$ cat src/design/kps_pkg.sv
// Constants for the matrix keypad scanner
//
// Contract
// - Scan up to four rows by four columns
// - Control register sets scan rate, debounce
// - Masked keys never reported nor detected
// - Only a debounced scan result lands in data
// - Column held high reports whole column pressed
// - First column keys are 0, 4, 8, 12
// - Scan and debounce before interrupt goes low
// - All simultaneously pressed keys captured together
package kps_pkg;

  // ----------------------------------------------------------------
  // Register bus
  // ----------------------------------------------------------------
  localparam int          ADDR_W    = 4;        // Register address width
  localparam int          DATA_W    = 16;       // Register data width
  localparam logic [3:0]  OFS_CTRL  = 4'h0;     // Scan rate and debounce
  localparam logic [3:0]  OFS_MASK  = 4'h1;     // Key exclusion mask
  localparam logic [3:0]  OFS_DATA  = 4'h2;     // Captured key map
  localparam logic [3:0]  OFS_STAT  = 4'h3;     // Scanner state view

  // ----------------------------------------------------------------
  // Control register fields
  // ----------------------------------------------------------------
  localparam int          RATE_LSB  = 0;        // Scan rate select low bit
  localparam int          RATE_W    = 4;        // Scan rate select width
  localparam int          DEB_LSB   = 4;        // Debounce frames low bit
  localparam int          DEB_W     = 4;        // Debounce frames width
  localparam logic [15:0] CTRL_RST  = 16'h0030; // Fastest rate, 3 frames
  localparam logic [15:0] MASK_RST  = 16'h0000; // No key excluded

  // ----------------------------------------------------------------
  // Timing
  // ----------------------------------------------------------------
  localparam int          CLK_MHZ      = 20;    // Core clock rate
  localparam int          STEP_UNIT_US = 10;    // Row dwell per rate step
  localparam int          STEP_UNIT_CYC = STEP_UNIT_US * CLK_MHZ;

  // ----------------------------------------------------------------
  // Scanner states
  // ----------------------------------------------------------------
  typedef enum logic [1:0] {
    ST_IDLE,                                    // Waiting for a press
    ST_DEBOUNCE,                                // Confirming stable map
    ST_HELD                                     // Reported, await release
  } kps_state_t;

endpackage

$ cat src/design/kps_scanner.sv
// Matrix keypad scanner with register port and active-low interrupt
`timescale 1ns/1ps
`default_nettype none
module kps_scanner #(
  parameter int ROWS = 4,                       // Matrix rows
  parameter int COLS = 4                        // Matrix columns
) (
  input  wire logic                          clk_i,
  input  wire logic                          rst_b_i,
  input  wire logic [kps_pkg::ADDR_W-1:0]    addr_i,
  input  wire logic [kps_pkg::DATA_W-1:0]    wr_data_i,
  input  wire logic                          wr_i,
  input  wire logic                          rd_i,
  output logic      [kps_pkg::DATA_W-1:0]    rd_data_o,
  input  wire logic [COLS-1:0]               column_line_i,
  output logic      [ROWS-1:0]               row_drive_o,
  output logic                               keypad_irq_n_o
);

  // ----------------------------------------------------------------
  // Declarations
  // ----------------------------------------------------------------
  localparam int KEYS = ROWS * COLS;            // Key positions

  logic [kps_pkg::DATA_W-1:0] ctrl_ff;          // Rate and debounce
  logic [kps_pkg::DATA_W-1:0] mask_ff;          // Excluded keys
  logic [KEYS-1:0]            key_data_ff;      // Reported key map
  logic [COLS-1:0]            col_meta_ff;      // Sync stage one
  logic [COLS-1:0]            col_sync_ff;      // Sync stage two
  logic [15:0]                step_cnt_ff;      // Row dwell timer
  logic [1:0]                 row_idx_ff;       // Active row
  logic [ROWS-1:0]            row_ff;           // One-hot row drive
  logic [KEYS-1:0]            scan_map_ff;      // Raw per-row samples
  logic                       frame_done_ff;    // Full frame captured
  logic [KEYS-1:0]            cand_ff;          // Debounce candidate
  logic [3:0]                 stable_ff;        // Matching frames seen
  logic                       irq_n_ff;         // Interrupt line
  logic [kps_pkg::DATA_W-1:0] rd_data_ff;       // Read return
  kps_pkg::kps_state_t        state_ff;         // Scanner state

  // ----------------------------------------------------------------
  // Register decode
  // ----------------------------------------------------------------
  wire       sel_ctrl = (addr_i == kps_pkg::OFS_CTRL);
  wire       sel_mask = (addr_i == kps_pkg::OFS_MASK);
  wire       sel_data = (addr_i == kps_pkg::OFS_DATA);
  wire       sel_stat = (addr_i == kps_pkg::OFS_STAT);
  wire       data_rd  = rd_i && sel_data;       // Clears the interrupt

  // Rate select stretches every row dwell by whole units
  wire [3:0] rate_sel = ctrl_ff[kps_pkg::RATE_LSB +: kps_pkg::RATE_W];
  wire [3:0] deb_sel  = ctrl_ff[kps_pkg::DEB_LSB +: kps_pkg::DEB_W];
  wire [15:0] step_lim = 16'(({12'h000, rate_sel} + 16'h0001)
                         * 16'(kps_pkg::STEP_UNIT_CYC)) - 16'h0001;
  // Zero would never settle; treat it as one frame
  // debounce frame count
  wire [3:0] deb_need = (deb_sel == 4'h0) ? 4'h1 : deb_sel;
  wire       step_end = (step_cnt_ff == step_lim);
  wire       last_row = (row_idx_ff == 2'(ROWS - 1));

  wire [KEYS-1:0] frame_map = scan_map_ff & ~mask_ff[KEYS-1:0];
  wire            any_key   = |frame_map;
  wire            same_map  = (frame_map == cand_ff);
  wire [3:0]      stable_up = stable_ff + 4'h1;
  wire latch = frame_done_ff && any_key
               && (((state_ff == kps_pkg::ST_DEBOUNCE) && same_map
                    && (stable_up >= deb_need))
                   || ((state_ff == kps_pkg::ST_IDLE)
                       && (deb_need == 4'h1)));

  // Read mux; unmapped addresses answer zero
  logic [kps_pkg::DATA_W-1:0] rd_mux;
  always_comb begin
    if (sel_ctrl) begin
      rd_mux = ctrl_ff;
    end else if (sel_mask) begin
      rd_mux = mask_ff;
    end else if (sel_data) begin
      rd_mux = kps_pkg::DATA_W'(key_data_ff);
    end else if (sel_stat) begin
      rd_mux = {13'h0000, ~irq_n_ff, 2'(state_ff)};
    end else begin
      rd_mux = '0;
    end
  end

  // ----------------------------------------------------------------
  // Software registers
  // ----------------------------------------------------------------
  // Control and mask writes
  always_ff @(posedge clk_i or negedge rst_b_i) begin
    if (!rst_b_i) begin
      ctrl_ff <= kps_pkg::CTRL_RST;
      mask_ff <= kps_pkg::MASK_RST;
    end else begin
      if (wr_i && sel_ctrl) ctrl_ff <= wr_data_i;
      if (wr_i && sel_mask) mask_ff <= wr_data_i;
    end
  end

  // Read data stands one cycle after the strobe
  always_ff @(posedge clk_i or negedge rst_b_i) begin
    if (!rst_b_i) begin
      rd_data_ff <= '0;
    end else begin
      rd_data_ff <= rd_i ? rd_mux : '0;
    end
  end

  // ----------------------------------------------------------------
  // Column synchroniser
  // ----------------------------------------------------------------
  // Keys are asynchronous to the core clock
  always_ff @(posedge clk_i or negedge rst_b_i) begin
    if (!rst_b_i) begin
      col_meta_ff <= '0;
      col_sync_ff <= '0;
    end else begin
      col_meta_ff <= column_line_i;
      col_sync_ff <= col_meta_ff;
    end
  end

  // ----------------------------------------------------------------
  // Row sweep
  // ----------------------------------------------------------------
  // one row at a time
  always_ff @(posedge clk_i or negedge rst_b_i) begin
    if (!rst_b_i) begin
      step_cnt_ff   <= '0;
      row_idx_ff    <= '0;
      row_ff        <= ROWS'(1);
      frame_done_ff <= 1'b0;
    end else begin
      frame_done_ff <= step_end && last_row;
      if (step_end || (step_cnt_ff > step_lim)) begin
        step_cnt_ff <= '0;
        row_idx_ff  <= last_row ? 2'b00 : row_idx_ff + 2'b01;
        row_ff      <= last_row ? ROWS'(1) : {row_ff[ROWS-2:0], 1'b0};
      end else begin
        step_cnt_ff <= step_cnt_ff + 16'h0001;
      end
    end
  end

  // Dwell is long, so sampled columns have settled by step end
  // One flop per key keeps every bit on a single constant driver
  // column high sets key bit
  // index is row times four plus column
  genvar gk;
  generate
    for (gk = 0; gk < KEYS; gk++) begin : g_key
      // Key belongs to row gk/COLS, column gk%COLS
      wire key_row = (row_idx_ff == 2'(gk / COLS));
      always_ff @(posedge clk_i or negedge rst_b_i) begin
        if (!rst_b_i) begin
          scan_map_ff[gk] <= 1'b0;
        end else if (step_end && key_row) begin
          scan_map_ff[gk] <= col_sync_ff[gk % COLS];
        end
      end
    end
  endgenerate

  // ----------------------------------------------------------------
  // Debounce and report
  // ----------------------------------------------------------------
  // Held state stops a long press from firing again
  always_ff @(posedge clk_i or negedge rst_b_i) begin
    if (!rst_b_i) begin
      state_ff  <= kps_pkg::ST_IDLE;
      cand_ff   <= '0;
      stable_ff <= '0;
    end else if (frame_done_ff) begin
      case (state_ff)
        kps_pkg::ST_IDLE: begin
          cand_ff   <= frame_map;
          stable_ff <= 4'h1;
          if (latch) begin
            state_ff <= kps_pkg::ST_HELD;
          end else if (any_key) begin
            state_ff <= kps_pkg::ST_DEBOUNCE;
          end
        end
        kps_pkg::ST_DEBOUNCE: begin
          if (!any_key) begin
            state_ff <= kps_pkg::ST_IDLE;
          end else if (latch) begin
            state_ff <= kps_pkg::ST_HELD;
          end else if (same_map) begin
            stable_ff <= stable_up;
          end else begin
            cand_ff   <= frame_map;
            stable_ff <= 4'h1;
          end
        end
        kps_pkg::ST_HELD: begin
          if (!any_key) state_ff <= kps_pkg::ST_IDLE;
        end
        default: state_ff <= kps_pkg::ST_IDLE;
      endcase
    end
  end

  always_ff @(posedge clk_i or negedge rst_b_i) begin
    if (!rst_b_i) begin
      key_data_ff <= '0;
    end else if (latch) begin
      key_data_ff <= frame_map;
    end
  end

  // New report beats a simultaneous read, so no press is lost
  // held until data read
  always_ff @(posedge clk_i or negedge rst_b_i) begin
    if (!rst_b_i) begin
      irq_n_ff <= 1'b1;
    end else if (latch) begin
      irq_n_ff <= 1'b0;
    end else if (data_rd) begin
      irq_n_ff <= 1'b1;
    end
  end

  assign rd_data_o      = rd_data_ff;
  assign row_drive_o    = row_ff;
  assign keypad_irq_n_o = irq_n_ff;

  // ----------------------------------------------------------------
  // Assertions
  // ----------------------------------------------------------------
  property p_row_onehot;
    @(posedge clk_i) disable iff (!rst_b_i)
      $onehot(row_ff) && (row_ff[row_idx_ff] == 1'b1);
  endproperty
  a_row_onehot: assert property (p_row_onehot)
    else $error("row drive not one-hot on active row");

  property p_dwell;
    @(posedge clk_i) disable iff (!rst_b_i)
      (step_cnt_ff == 16'h0000) && $stable(ctrl_ff) |->
        (row_idx_ff == $past(row_idx_ff))
        || $past(step_cnt_ff >= step_lim);
  endproperty
  a_dwell: assert property (p_dwell)
    else $error("row advanced before dwell elapsed");

  property p_masked;
    @(posedge clk_i) disable iff (!rst_b_i)
      latch |=> (key_data_ff & $past(mask_ff[KEYS-1:0])) == '0;
  endproperty
  a_masked: assert property (p_masked)
    else $error("masked key reported");

  property p_store;
    @(posedge clk_i) disable iff (!rst_b_i)
      latch |=> key_data_ff == $past(scan_map_ff & ~mask_ff[KEYS-1:0]);
  endproperty
  a_store: assert property (p_store)
    else $error("scan result not stored");

  property p_column;
    @(posedge clk_i) disable iff (!rst_b_i)
      step_end |=> scan_map_ff[{$past(row_idx_ff), 2'b00} +: 4]
                   == $past(col_sync_ff);
  endproperty
  a_column: assert property (p_column)
    else $error("column sample not placed in row nibble");

  property p_first_col;
    @(posedge clk_i) disable iff (!rst_b_i)
      step_end && (row_idx_ff == 2'd3) |=> scan_map_ff[12]
                                           == $past(col_sync_ff[0]);
  endproperty
  a_first_col: assert property (p_first_col)
    else $error("first column last row is not key twelve");

  property p_irq_cause;
    @(posedge clk_i) disable iff (!rst_b_i)
      $fell(irq_n_ff) |->
        $past(latch) && ($past(state_ff) != kps_pkg::ST_HELD);
  endproperty
  a_irq_cause: assert property (p_irq_cause)
    else $error("interrupt without debounced scan");

  property p_multi;
    @(posedge clk_i) disable iff (!rst_b_i)
      latch && ($countones(frame_map) > 1) |=>
        $countones(key_data_ff) == $past($countones(frame_map));
  endproperty
  a_multi: assert property (p_multi)
    else $error("simultaneous keys not all captured");

  property p_irq_hold;
    @(posedge clk_i) disable iff (!rst_b_i)
      !irq_n_ff && !data_rd |=> !irq_n_ff;
  endproperty
  a_irq_hold: assert property (p_irq_hold)
    else $error("interrupt released without data read");

endmodule
`default_nettype wire
$ cat config.mk
export PLATFORM = sky130hd
export DESIGN_NAME = kps_scanner
export DESIGN_NICKNAME = d
export VERILOG_FILES = /design/src/design/kps_pkg.sv /design/src/design/kps_scanner.sv
export SDC_FILE = /design/constraint.sdc
export NUM_CORES = 1
export LEC_CHECK = 0
export CAP_MARGIN = 40
export CELL_PAD_IN_SITES_DETAIL_PLACEMENT = 1
export CELL_PAD_IN_SITES_GLOBAL_PLACEMENT = 1
export CORE_AREA = 2 2 157 159
export CTS_CLUSTER_SIZE = 12
export DETAILED_ROUTE_END_ITERATION = 7
export DIE_AREA = 0 0 159 161
export DONT_BUFFER_PORTS = 1
export PLACE_DENSITY = 0.57
export SYNTH_ARGS = -nofsm -noshare
export SYNTH_HDL_FRONTEND = slang
export SYNTH_SLANG_ARGS = --single-unit
$ cat constraint.sdc
create_clock -name clk_i -period 6.1 [get_ports clk_i]
set_input_delay 0.305 -clock clk_i [delete_from_list [all_inputs] [get_ports clk_i]]
set_output_delay 0.305 -clock clk_i [all_outputs]
set_load 0.1 [all_outputs]
==> results of run 1 <==
[sequential cells by signal (all words and copies together) (netlist names)]
name / flops
keypad_irq_n_o: 1
col_meta_ff: 4
row_idx_ff: 2
rd_data_o: 16
scan_map_ff: 16
cand_ff: 16
stable_ff: 4
state_ff: 2
row_drive_o: 4
ctrl_ff: 16
mask_ff: 16
col_sync_ff: 4
key_data_ff: 16
step_cnt_ff: 16
frame_done_ff: 1
[worst reg2reg max path, delay by kind of cell (launching register included)]
kind | cells | cell delay (ns)
adder cells (fa/ha/maj) | 6 | 1.89
AND/OR/NAND/NOR | 6 | 1.87
flip-flops | 1 | 0.49
multiplexers | 1 | 0.33
XOR/XNOR | 1 | 0.31
[per-stage QoR]
stage	hold slack (ns)	utilization (%)
finish	0.0223	33.9
global placement	0.0170	30.5
CTS	0.00601	33.8
global route	0.00275	33.9
floorplan	0.00941	-
detailed placement	0.0162	31.0
[metal layers]
layer,up-vias,global-route usage [%],routed length (microns)
li1,2267,-,-
met3,16,3.47,629
met1,2567,20.8,8830
met2,76,25.7,9190
met4,0,4.17,253
met5,-,0,0
[cell usage after synthesis, drive strengths merged (15+ instances only)]
cell type	instances
o21ai	35
a21oi	26
ha	39
clkbuf	15
nor2	26
nand3	40
nand2	48
inv	23
xor2	23
dfrtp	130
o211ai	15
nor2b	17
xnor2	27
mux2	66
[logic make-up after synthesis]
logic type,Yosys count
adder cells (fa/ha/maj),39
AND/OR/NAND/NOR,181
AO/OA/AOI/OAI,114
XOR/XNOR,50
buffers and inverters,51
flip-flops,134
multiplexers,69
[what timing repair did]
action / in CTS / in global routing
resized for setup: 0 / 0
endpoints found under the hold margin: 141 / 0
hold buffers: 8 / 0
[power by group through the flow]
stage,Clock [W],Combinational (W),Sequential (W)
2_1_floorplan,0,0.000496,0.00110
3_3_place_gp,0,0.000578,0.00114
3_5_place_dp,0,0.000607,0.00115
4_1_cts,0.00103,0.000636,0.00113
5_1_grt,0.00107,0.000714,0.00115
6_report,0.00101,0.000628,0.00113
[worst min path at each step]
stage                   from             end  slack, ns  cells past startpoint
5_1_grt        wr_data_i[12]     mask_ff[12]      0.003                      1
3_5_place_dp         rst_b_i  row_drive_o[1]       0.02                      0
6_report       wr_data_i[14]     ctrl_ff[14]       0.02                      1
3_3_place_gp         rst_b_i  row_drive_o[1]       0.02                      0
2_1_floorplan        rst_b_i      cand_ff[0]      0.009                      0
4_1_cts        wr_data_i[14]     ctrl_ff[14]      0.006                      1
[area by class of cell]
type | count | area share (%)
Sequential cell | 134 | 41.4
Multi-Input combinational cell | 453 | 42.4
Clock buffer | 18 | 5.29
Clock inverter | 14 | 1.71
Inverter | 23 | 1.06
Timing Repair Buffer | 18 | 3.14
Tap cell | 324 | 4.99
[cell usage in the layout, fill, tap and decap left out, types with 23 or more instances in the layout]
master                      n
sky130_fd_sc_hd__ha_1      39
sky130_fd_sc_hd__nand3_1   40
sky130_fd_sc_hd__a21oi_1   25
sky130_fd_sc_hd__xnor2_1   27
sky130_fd_sc_hd__inv_1     23
sky130_fd_sc_hd__o21ai_0   34
sky130_fd_sc_hd__nor2_1    26
sky130_fd_sc_hd__dfrtp_1  130
sky130_fd_sc_hd__mux2_2    56
sky130_fd_sc_hd__nand2_1   48
sky130_fd_sc_hd__xor2_1    23
==> reports/metrics.sh, run 1 <==
SYNTH_AREA_LEADERS='sky130_fd_sc_hd__dfrtp_1 (46%), sky130_fd_sc_hd__mux2_2 (9.0%), sky130_fd_sc_hd__ha_1 (6.9%)'
TIMING.SETUP.TNS_NS=0
IO_PINS=49
POWER.SWITCHING_FRACTION_PCT=33.4
CTS_MADE_BUFFERS=17
SYN-MEAN-INSTANCE-AREA_SQ_UM=11.0
POST-CTS-SETUP-BUFFER-COUNT=0
HPWLAFTERDP_MICRONS=13200
YOSYS_WARNINGS=0
SEQPWRFRAC_PCT=40.9
CORE_SQ_UM=24000
SYNTH-MAIN-FF-CELL='sky130_fd_sc_hd__dfrtp_1'
SYNTH.NET_COUNT=705
SYNTH-XOR-AREA-SHARE_PCT=6.23
PLACEMENT.IO_BUFFERS=0
CRITICAL_PATH_DEPTH=14
CRIT_PATH_CELL_TRACE='ha_1 -> and3_1 -> ha_1 -> ha_1 -> ha_1 -> ha_1 -> xnor2_1 -> nand3b_1 -> or3b_1 -> ha_1 -> nand4_1 -> nor4_1 -> nand2_1 -> mux2_2'
INITIAL_UTILIZATION_PCT=29.3
DRT_DRC_VIOLATIONS_LEFT=0
WORST_PIN_SLEW_NS=0.888
POST_SYNTH_EDFFS=0
TIMING.MAX_CAP.VIOLATIONS=0
CELL_COUNT_FINAL_FILLERS_OUT=984
PRECTSSETUPSLACK_NS=1.10
TIMING.FMAX_GHz=0.200
R2R-END='scan_map_ff[8]'
GRT_START_MAX_NET_PINS=135
SYNTH.CELL_AREA_SQ_UM=7030
PLACED_AREA_SQ_UM=7430
DRT-TOTAL-WL_MICRONS=18900
FINALCLOCKSKEW_NS=0.00980
SYNTH_CELL_TYPE_COUNT=54
GRT_FIRST_PASS_WIRELENGTH_MICRONS=31100
OVERALL_FRACTION_OF_GLOBAL_ROUTE_TRACKS_IN_USE_PCT=15.6
WL_PER_CELL_MICRONS=19.2
CRITICAL_PATH_ARRIVAL_NS=5.30
COMBINATIONAL_FAMILY_WITH_THE_MOST_AREA_AFTER_SYNTHESIS='simple AND/OR/NAND/NOR gates'
PLACEDCELLCOUNT=943
FINAL-SEQ-AREA_SQ_UM=3360
POWER.DENSITY_nW_PER_UM2=341
YOSYS.AREA.TOP_TYPE='sky130_fd_sc_hd__dfrtp_1'
SHARE_COMB_OF_TOTAL_POWER_PCT=22.7
FP.DIEAREA_SQ_UM=25600
CRITICAL_PATH_BUF_INV_COUNT=0
SLEW_VIOL_FINAL=0
FIN_NETS=714
CRITICALPATHCATEGORY='reg2reg'
NETSWITCHINGPOWER_W=0.000923
DIEWIDTH_MICRONS=159
PLACE_CONGESTION=0.793
REG2REG_FROM='ctrl_ff[0]'
POSTROUTEANTENNANETS=0
FINAL-HOLD-VIOLATION-COUNT=0
FLOORPLAN.ROWS=57
FLOW.AREA_GROWTH_FROM_SYNTHESIS_PCT=15.5
GRT_OVERFLOW_TOTAL=0
CTS_ROOT_BUFFER='sky130_fd_sc_hd__clkbuf_16'
INITIAL_ANTENNA_VIOLATION_COUNT=0
INTERNAL-POWER_W=0.00184
DR.PASS1.ITERS=4
CP_SLOWEST_CELL='sky130_fd_sc_hd__nor4_1'
ROUTE.DETAILED.VIAS_PER_INST=5.01
LAYOUT.CELL_AREA.NON_FILLER_SQ_UM=8120
POWER_FRAC_CLOCK_PCT=36.4
TRITONCTS='built'
POST-LAYOUT-TOTAL-POWER_W=0.00277
TIMING.CRITICAL_PATH.TO='scan_map_ff[8]'
POSTSYNTHCELLCOUNT=638
POST_SYNTH_MUX_AREA_SHARE_PCT=11.5
TIMING.CRITICAL_PATH.FANOUT_MAX=9
WORST_PATH_MOST_REPEATED_CELL='sky130_fd_sc_hd__ha_1'
WORST_IR_DROP_VDD_V=0.000179
MAX_STAGE_DELAY_NS=0.63
YOSYS.AREA_SHARE.SIMPLE_PCT=13.8
CRIT_PATH_START_KIND='register'
WORST_SKEW_PAIR.LATE_LATENCY_NS=0.43
TIMING.FINAL.CRIT_SHARE_PCT=81.8
TIMING.SLEW.HEADROOM_PCT=40.8
SETUP_VIOL=0
LEAKAGE_nW=3.68
CRITPATHLAUNCH='ctrl_ff[0]'
VERTICAL_EXTENT_OF_THE_DIE_MICRONS=161
WORST-R2R-CELL-COUNT=14
AREA_OCCUPIED_BY_MULTI_INPUT_GATES_SQ_UM=3450
SYNTH_TOP_AREA_SHARE_PCT=46.3
CRITPATHREQUIREDTIME_NS=6.41
ENDPOINT_KIND='register'
POSTSYNTHREGISTERBITS=134
SYNTH_COMPOUND_AREA_SHARE_PCT=10.5
CTS_MAX_PATH_BUFFERS=2
UNREPAIRED_SETUP_ENDPOINTS_AFTER_GLOBAL_ROUTING='no'
CTS.SINKS=134
CRIT_PATH_SETUP_SLACK_LAYOUT_NS=1.11
VIAS=4926
SYNTH-ADDER-AREA-SHARE_PCT=6.94
INSERTEDDIODECOUNT=0
N_FILL_CELL=2687
GRT_PASS1_VIAS=5432
CLOCK_TREE.HTREE_LEVEL_COUNT=4
WORSTHOLDPATHTYPE='in2reg'
SEQ_AREA_FRAC_SYNTH_PCT=47.8
YS_ASYNC_SR_FRACTION_PCT=100
CLK_PIN_SLEW_NS=0.07
RUN_STATUS='completed'
CRITICAL-PATH-TOP-DELAY-FAMILY='adder cells'
INITIALDRTVIOLATIONCOUNT=322
WORST-R2R-SETUP-SLACK_NS=1.11
TIMING.FINAL.CRIT_PERIOD_NS=4.99
POST_ROUTE_CELLS_DRIVE_ABOVE_1_SHARE_PCT=19.7
Power figures use the tool's default switching activity.
==> run 2: changes to the inputs <==
PLACE_DENSITY = 0.59   (was 0.57)
clock period = 4.2 ns   (was 6.1 ns; I/O delays follow)
==> run 2 against run 1 <==
Compared with the run above: the flow now finishes with violations (setup timing); register-to-register slack lost 1.1 ns; sequential power grew 46%; fmax grew 19%; clock skew is essentially flat; die area is the same; first-iteration DRC count shrank 36%; count of clock-buffer cells in the layout is the same; sequential share of layout area shrank 3.8 points; combinational power grew 100%; via count grew 4.1%; flip-flop and latch count is the same; routed wire length grew 2.0%; critical endpoint is now row_idx_ff[1].
==> reports/metrics.sh, run 2 (same netlist as run 1, synthesis figures left out) <==
INITIAL_ANTENNA_VIOLATION_COUNT=0
INTERNAL-POWER_W=0.00307
DIEWIDTH_MICRONS=159
PLACEDCELLCOUNT=962
TIMING.FINAL.CRIT_SHARE_PCT=100
AREA_OCCUPIED_BY_MULTI_INPUT_GATES_SQ_UM=3760
HPWLAFTERDP_MICRONS=13300
POWER.SWITCHING_FRACTION_PCT=31.9
PLACEMENT.IO_BUFFERS=0
GRT_FIRST_PASS_WIRELENGTH_MICRONS=31500
DRT-TOTAL-WL_MICRONS=19300
FINAL-HOLD-VIOLATION-COUNT=0
LAYOUT.CELLS.MOST_COMMON='sky130_fd_sc_hd__dfrtp_1'
FLOW.AREA_GROWTH_FROM_SYNTHESIS_PCT=27.2
SHARE_COMB_OF_TOTAL_POWER_PCT=28.1
FP.DIEAREA_SQ_UM=25600
CRITICAL_PATH_ARRIVAL_NS=4.50
GRT_START_MAX_NET_PINS=135
FAILED_CHECKS='setup timing'
CRITICALPATHCATEGORY='reg2reg'
SEQPWRFRAC_PCT=36.5
INSERTEDDIODECOUNT=0
TIMING.SETUP.TNS_NS=-0.0172
WORST_MIN_DELAY_PATH_ENDPOINT='rd_data_o[1]'
WORST-R2R-SETUP-SLACK_NS=-0.006
CELL_COUNT_FINAL_FILLERS_OUT=1033
CRITPATHREQUIREDTIME_NS=4.50
LEAKAGE_nW=4.05
GRT_OVERFLOW_TOTAL=0
POST_ROUTE_CELLS_DRIVE_ABOVE_1_SHARE_PCT=27.5
TIMING.SLEW.HEADROOM_PCT=40.4
OVERALL_FRACTION_OF_GLOBAL_ROUTE_TRACKS_IN_USE_PCT=15.6
WL_PER_CELL_MICRONS=18.7
WORST_PIN_SLEW_NS=0.894
DRT_DRC_VIOLATIONS_LEFT=0
CORE_SQ_UM=24000
CRIT_PATH_START_KIND='register'
POWER.DENSITY_nW_PER_UM2=504
SLEW_VIOL_FINAL=0
POWER_FRAC_CLOCK_PCT=35.4
VERTICAL_EXTENT_OF_THE_DIE_MICRONS=161
DR.PASS1.ITERS=4
IO_PINS=49
PLACE_CONGESTION=0.797
CTS.SINKS=134
FINALCLOCKSKEW_NS=0.00997
HOLD_WS_NS=0.107
UNREPAIRED_SETUP_ENDPOINTS_AFTER_GLOBAL_ROUTING='yes'
WORST-R2R-CELL-COUNT=16
INITIAL_UTILIZATION_PCT=29.3
POST-LAYOUT-TOTAL-POWER_W=0.00451
POSTROUTEANTENNANETS=0
TIMING.FINAL.CRIT_PERIOD_NS=4.21
WORST_IR_DROP_VDD_V=0.000287
R2R-END='row_idx_ff[1]'
CTS_ROOT_BUFFER='sky130_fd_sc_hd__clkbuf_16'
FINAL_CELL_MIX='sky130_fd_sc_hd__dfrtp_1 (128), sky130_fd_sc_hd__mux2_2 (50), sky130_fd_sc_hd__nand2_1 (40)'
CTS_MADE_BUFFERS=17
GRT_PASS1_VIAS=5556
RUN_STATUS='finished with violations'
NETSWITCHINGPOWER_W=0.00144
SETUP_VIOL=4
TIMING.HOLD.WORST_PATH_DEPTH=2
N_FILL_CELL=2631
CLOCK_TREE.HTREE_LEVEL_COUNT=4
WORST_SKEW_PAIR.LATE_LATENCY_NS=0.42
WORSTHOLDPATHTYPE='in2reg'
CTS_MAX_PATH_BUFFERS=2
WORST_HOLD_STARTPOINT='addr_i[0]'
TRITONCTS='built'
TIMING.FMAX_GHz=0.238
CRIT_PATH_SETUP_SLACK_LAYOUT_NS=-0.00612
VIAS=5127
ROUTE.DETAILED.VIAS_PER_INST=4.96
FIN_NETS=763
ENDPOINT_KIND='register'
TIMING.MAX_CAP.VIOLATIONS=0
INITIALDRTVIOLATIONCOUNT=207
REG2REG_FROM='ctrl_ff[1]'
FLOORPLAN.ROWS=57
FINAL-SEQ-AREA_SQ_UM=3360
TIMING.CRITICAL_PATH.FANOUT_MAX=7
CLK_PIN_SLEW_NS=0.06
-- run 2: through the flow --
step,worst slack [ns],instance area [sq um],util (%)
CTS,0.00511,8760,36.6
finish,-0.00612,8940,37.3
global route,-0.193,8940,37.3
floorplan,0.0204,7080,-
global placement,-0.0398,7510,31.3
detailed placement,-0.176,7640,31.9
-- run 2: worst max-delay path by stage --
stage / startpoint / to / slack [ns] / cells past startpoint
6_report: ctrl_ff[1] / row_idx_ff[1] / -0.006 / 16
3_5_place_dp: ctrl_ff[0] / scan_map_ff[0] / -0.18 / 16
5_1_grt: ctrl_ff[1] / row_drive_o[0] / -0.19 / 16
3_3_place_gp: ctrl_ff[0] / scan_map_ff[7] / -0.04 / 16
4_1_cts: ctrl_ff[0] / row_idx_ff[1] / 0.005 / 17
2_1_floorplan: ctrl_ff[0] / row_drive_o[1] / 0.02 / 19
-- run 2: final cells by class --
class | count | area share (%)
multi-input cells | 453 | 42.0
flip-flops and latches | 134 | 37.6
repair buffers | 67 | 7.78
clock buffers | 18 | 4.80
well taps | 324 | 4.53
clock inverters | 14 | 2.23
inverters | 23 | 1.05
-- run 2: worst max-delay path, cell delays in order, from the launching register on --
cell and delay (ns):
sky130_fd_sc_hd__dfrtp_1 0.43, sky130_fd_sc_hd__buf_6 0.14, sky130_fd_sc_hd__nand3_4 0.12, sky130_fd_sc_hd__xnor2_4 0.16, sky130_fd_sc_hd__ha_1 0.29, sky130_fd_sc_hd__ha_1 0.33, sky130_fd_sc_hd__ha_4 0.25, sky130_fd_sc_hd__o211a_1 0.15
sky130_fd_sc_hd__a21o_1 0.20, sky130_fd_sc_hd__a21oi_2 0.18, sky130_fd_sc_hd__xnor2_2 0.10, sky130_fd_sc_hd__or3b_4 0.46, sky130_fd_sc_hd__ha_4 0.29, sky130_fd_sc_hd__nand4_1 0.15, sky130_fd_sc_hd__buf_4 0.19, sky130_fd_sc_hd__o21ai_4 0.31
sky130_fd_sc_hd__mux2_4 0.34
-- run 2: power by group through the flow --
| stage | Clock (W) | Sequential, W | Combinational (W) |
|---|---|---|---|
| final | 0.00159 | 0.00165 | 0.00127 |
| after floorplan | 0 | 0.00160 | 0.000776 |
| after global placement | 0 | 0.00165 | 0.000992 |
| after CTS | 0.00164 | 0.00164 | 0.00118 |
| after detailed placement | 0 | 0.00166 | 0.00104 |
| after global routing | 0.00170 | 0.00167 | 0.00141 |
-- run 2: repair_timing --
item / in CTS / in global routing
hold endpoints to repair: 187 / 0
pin swaps: 7 / 13
setup endpoints to repair: 39 / 39
buffers inserted: 6 / 5
resized for setup: 19 / 36
hold buffers: 29 / 0
-- run 2: layer usage --
metal  up-vias  GRT usage [%]  wire (microns)
li1       2390              -               -
met1      2632           21.4            9120
met2        86           25.2            9240
met3        19           3.18             678
met4         0           4.34             227
met5         -              0               0
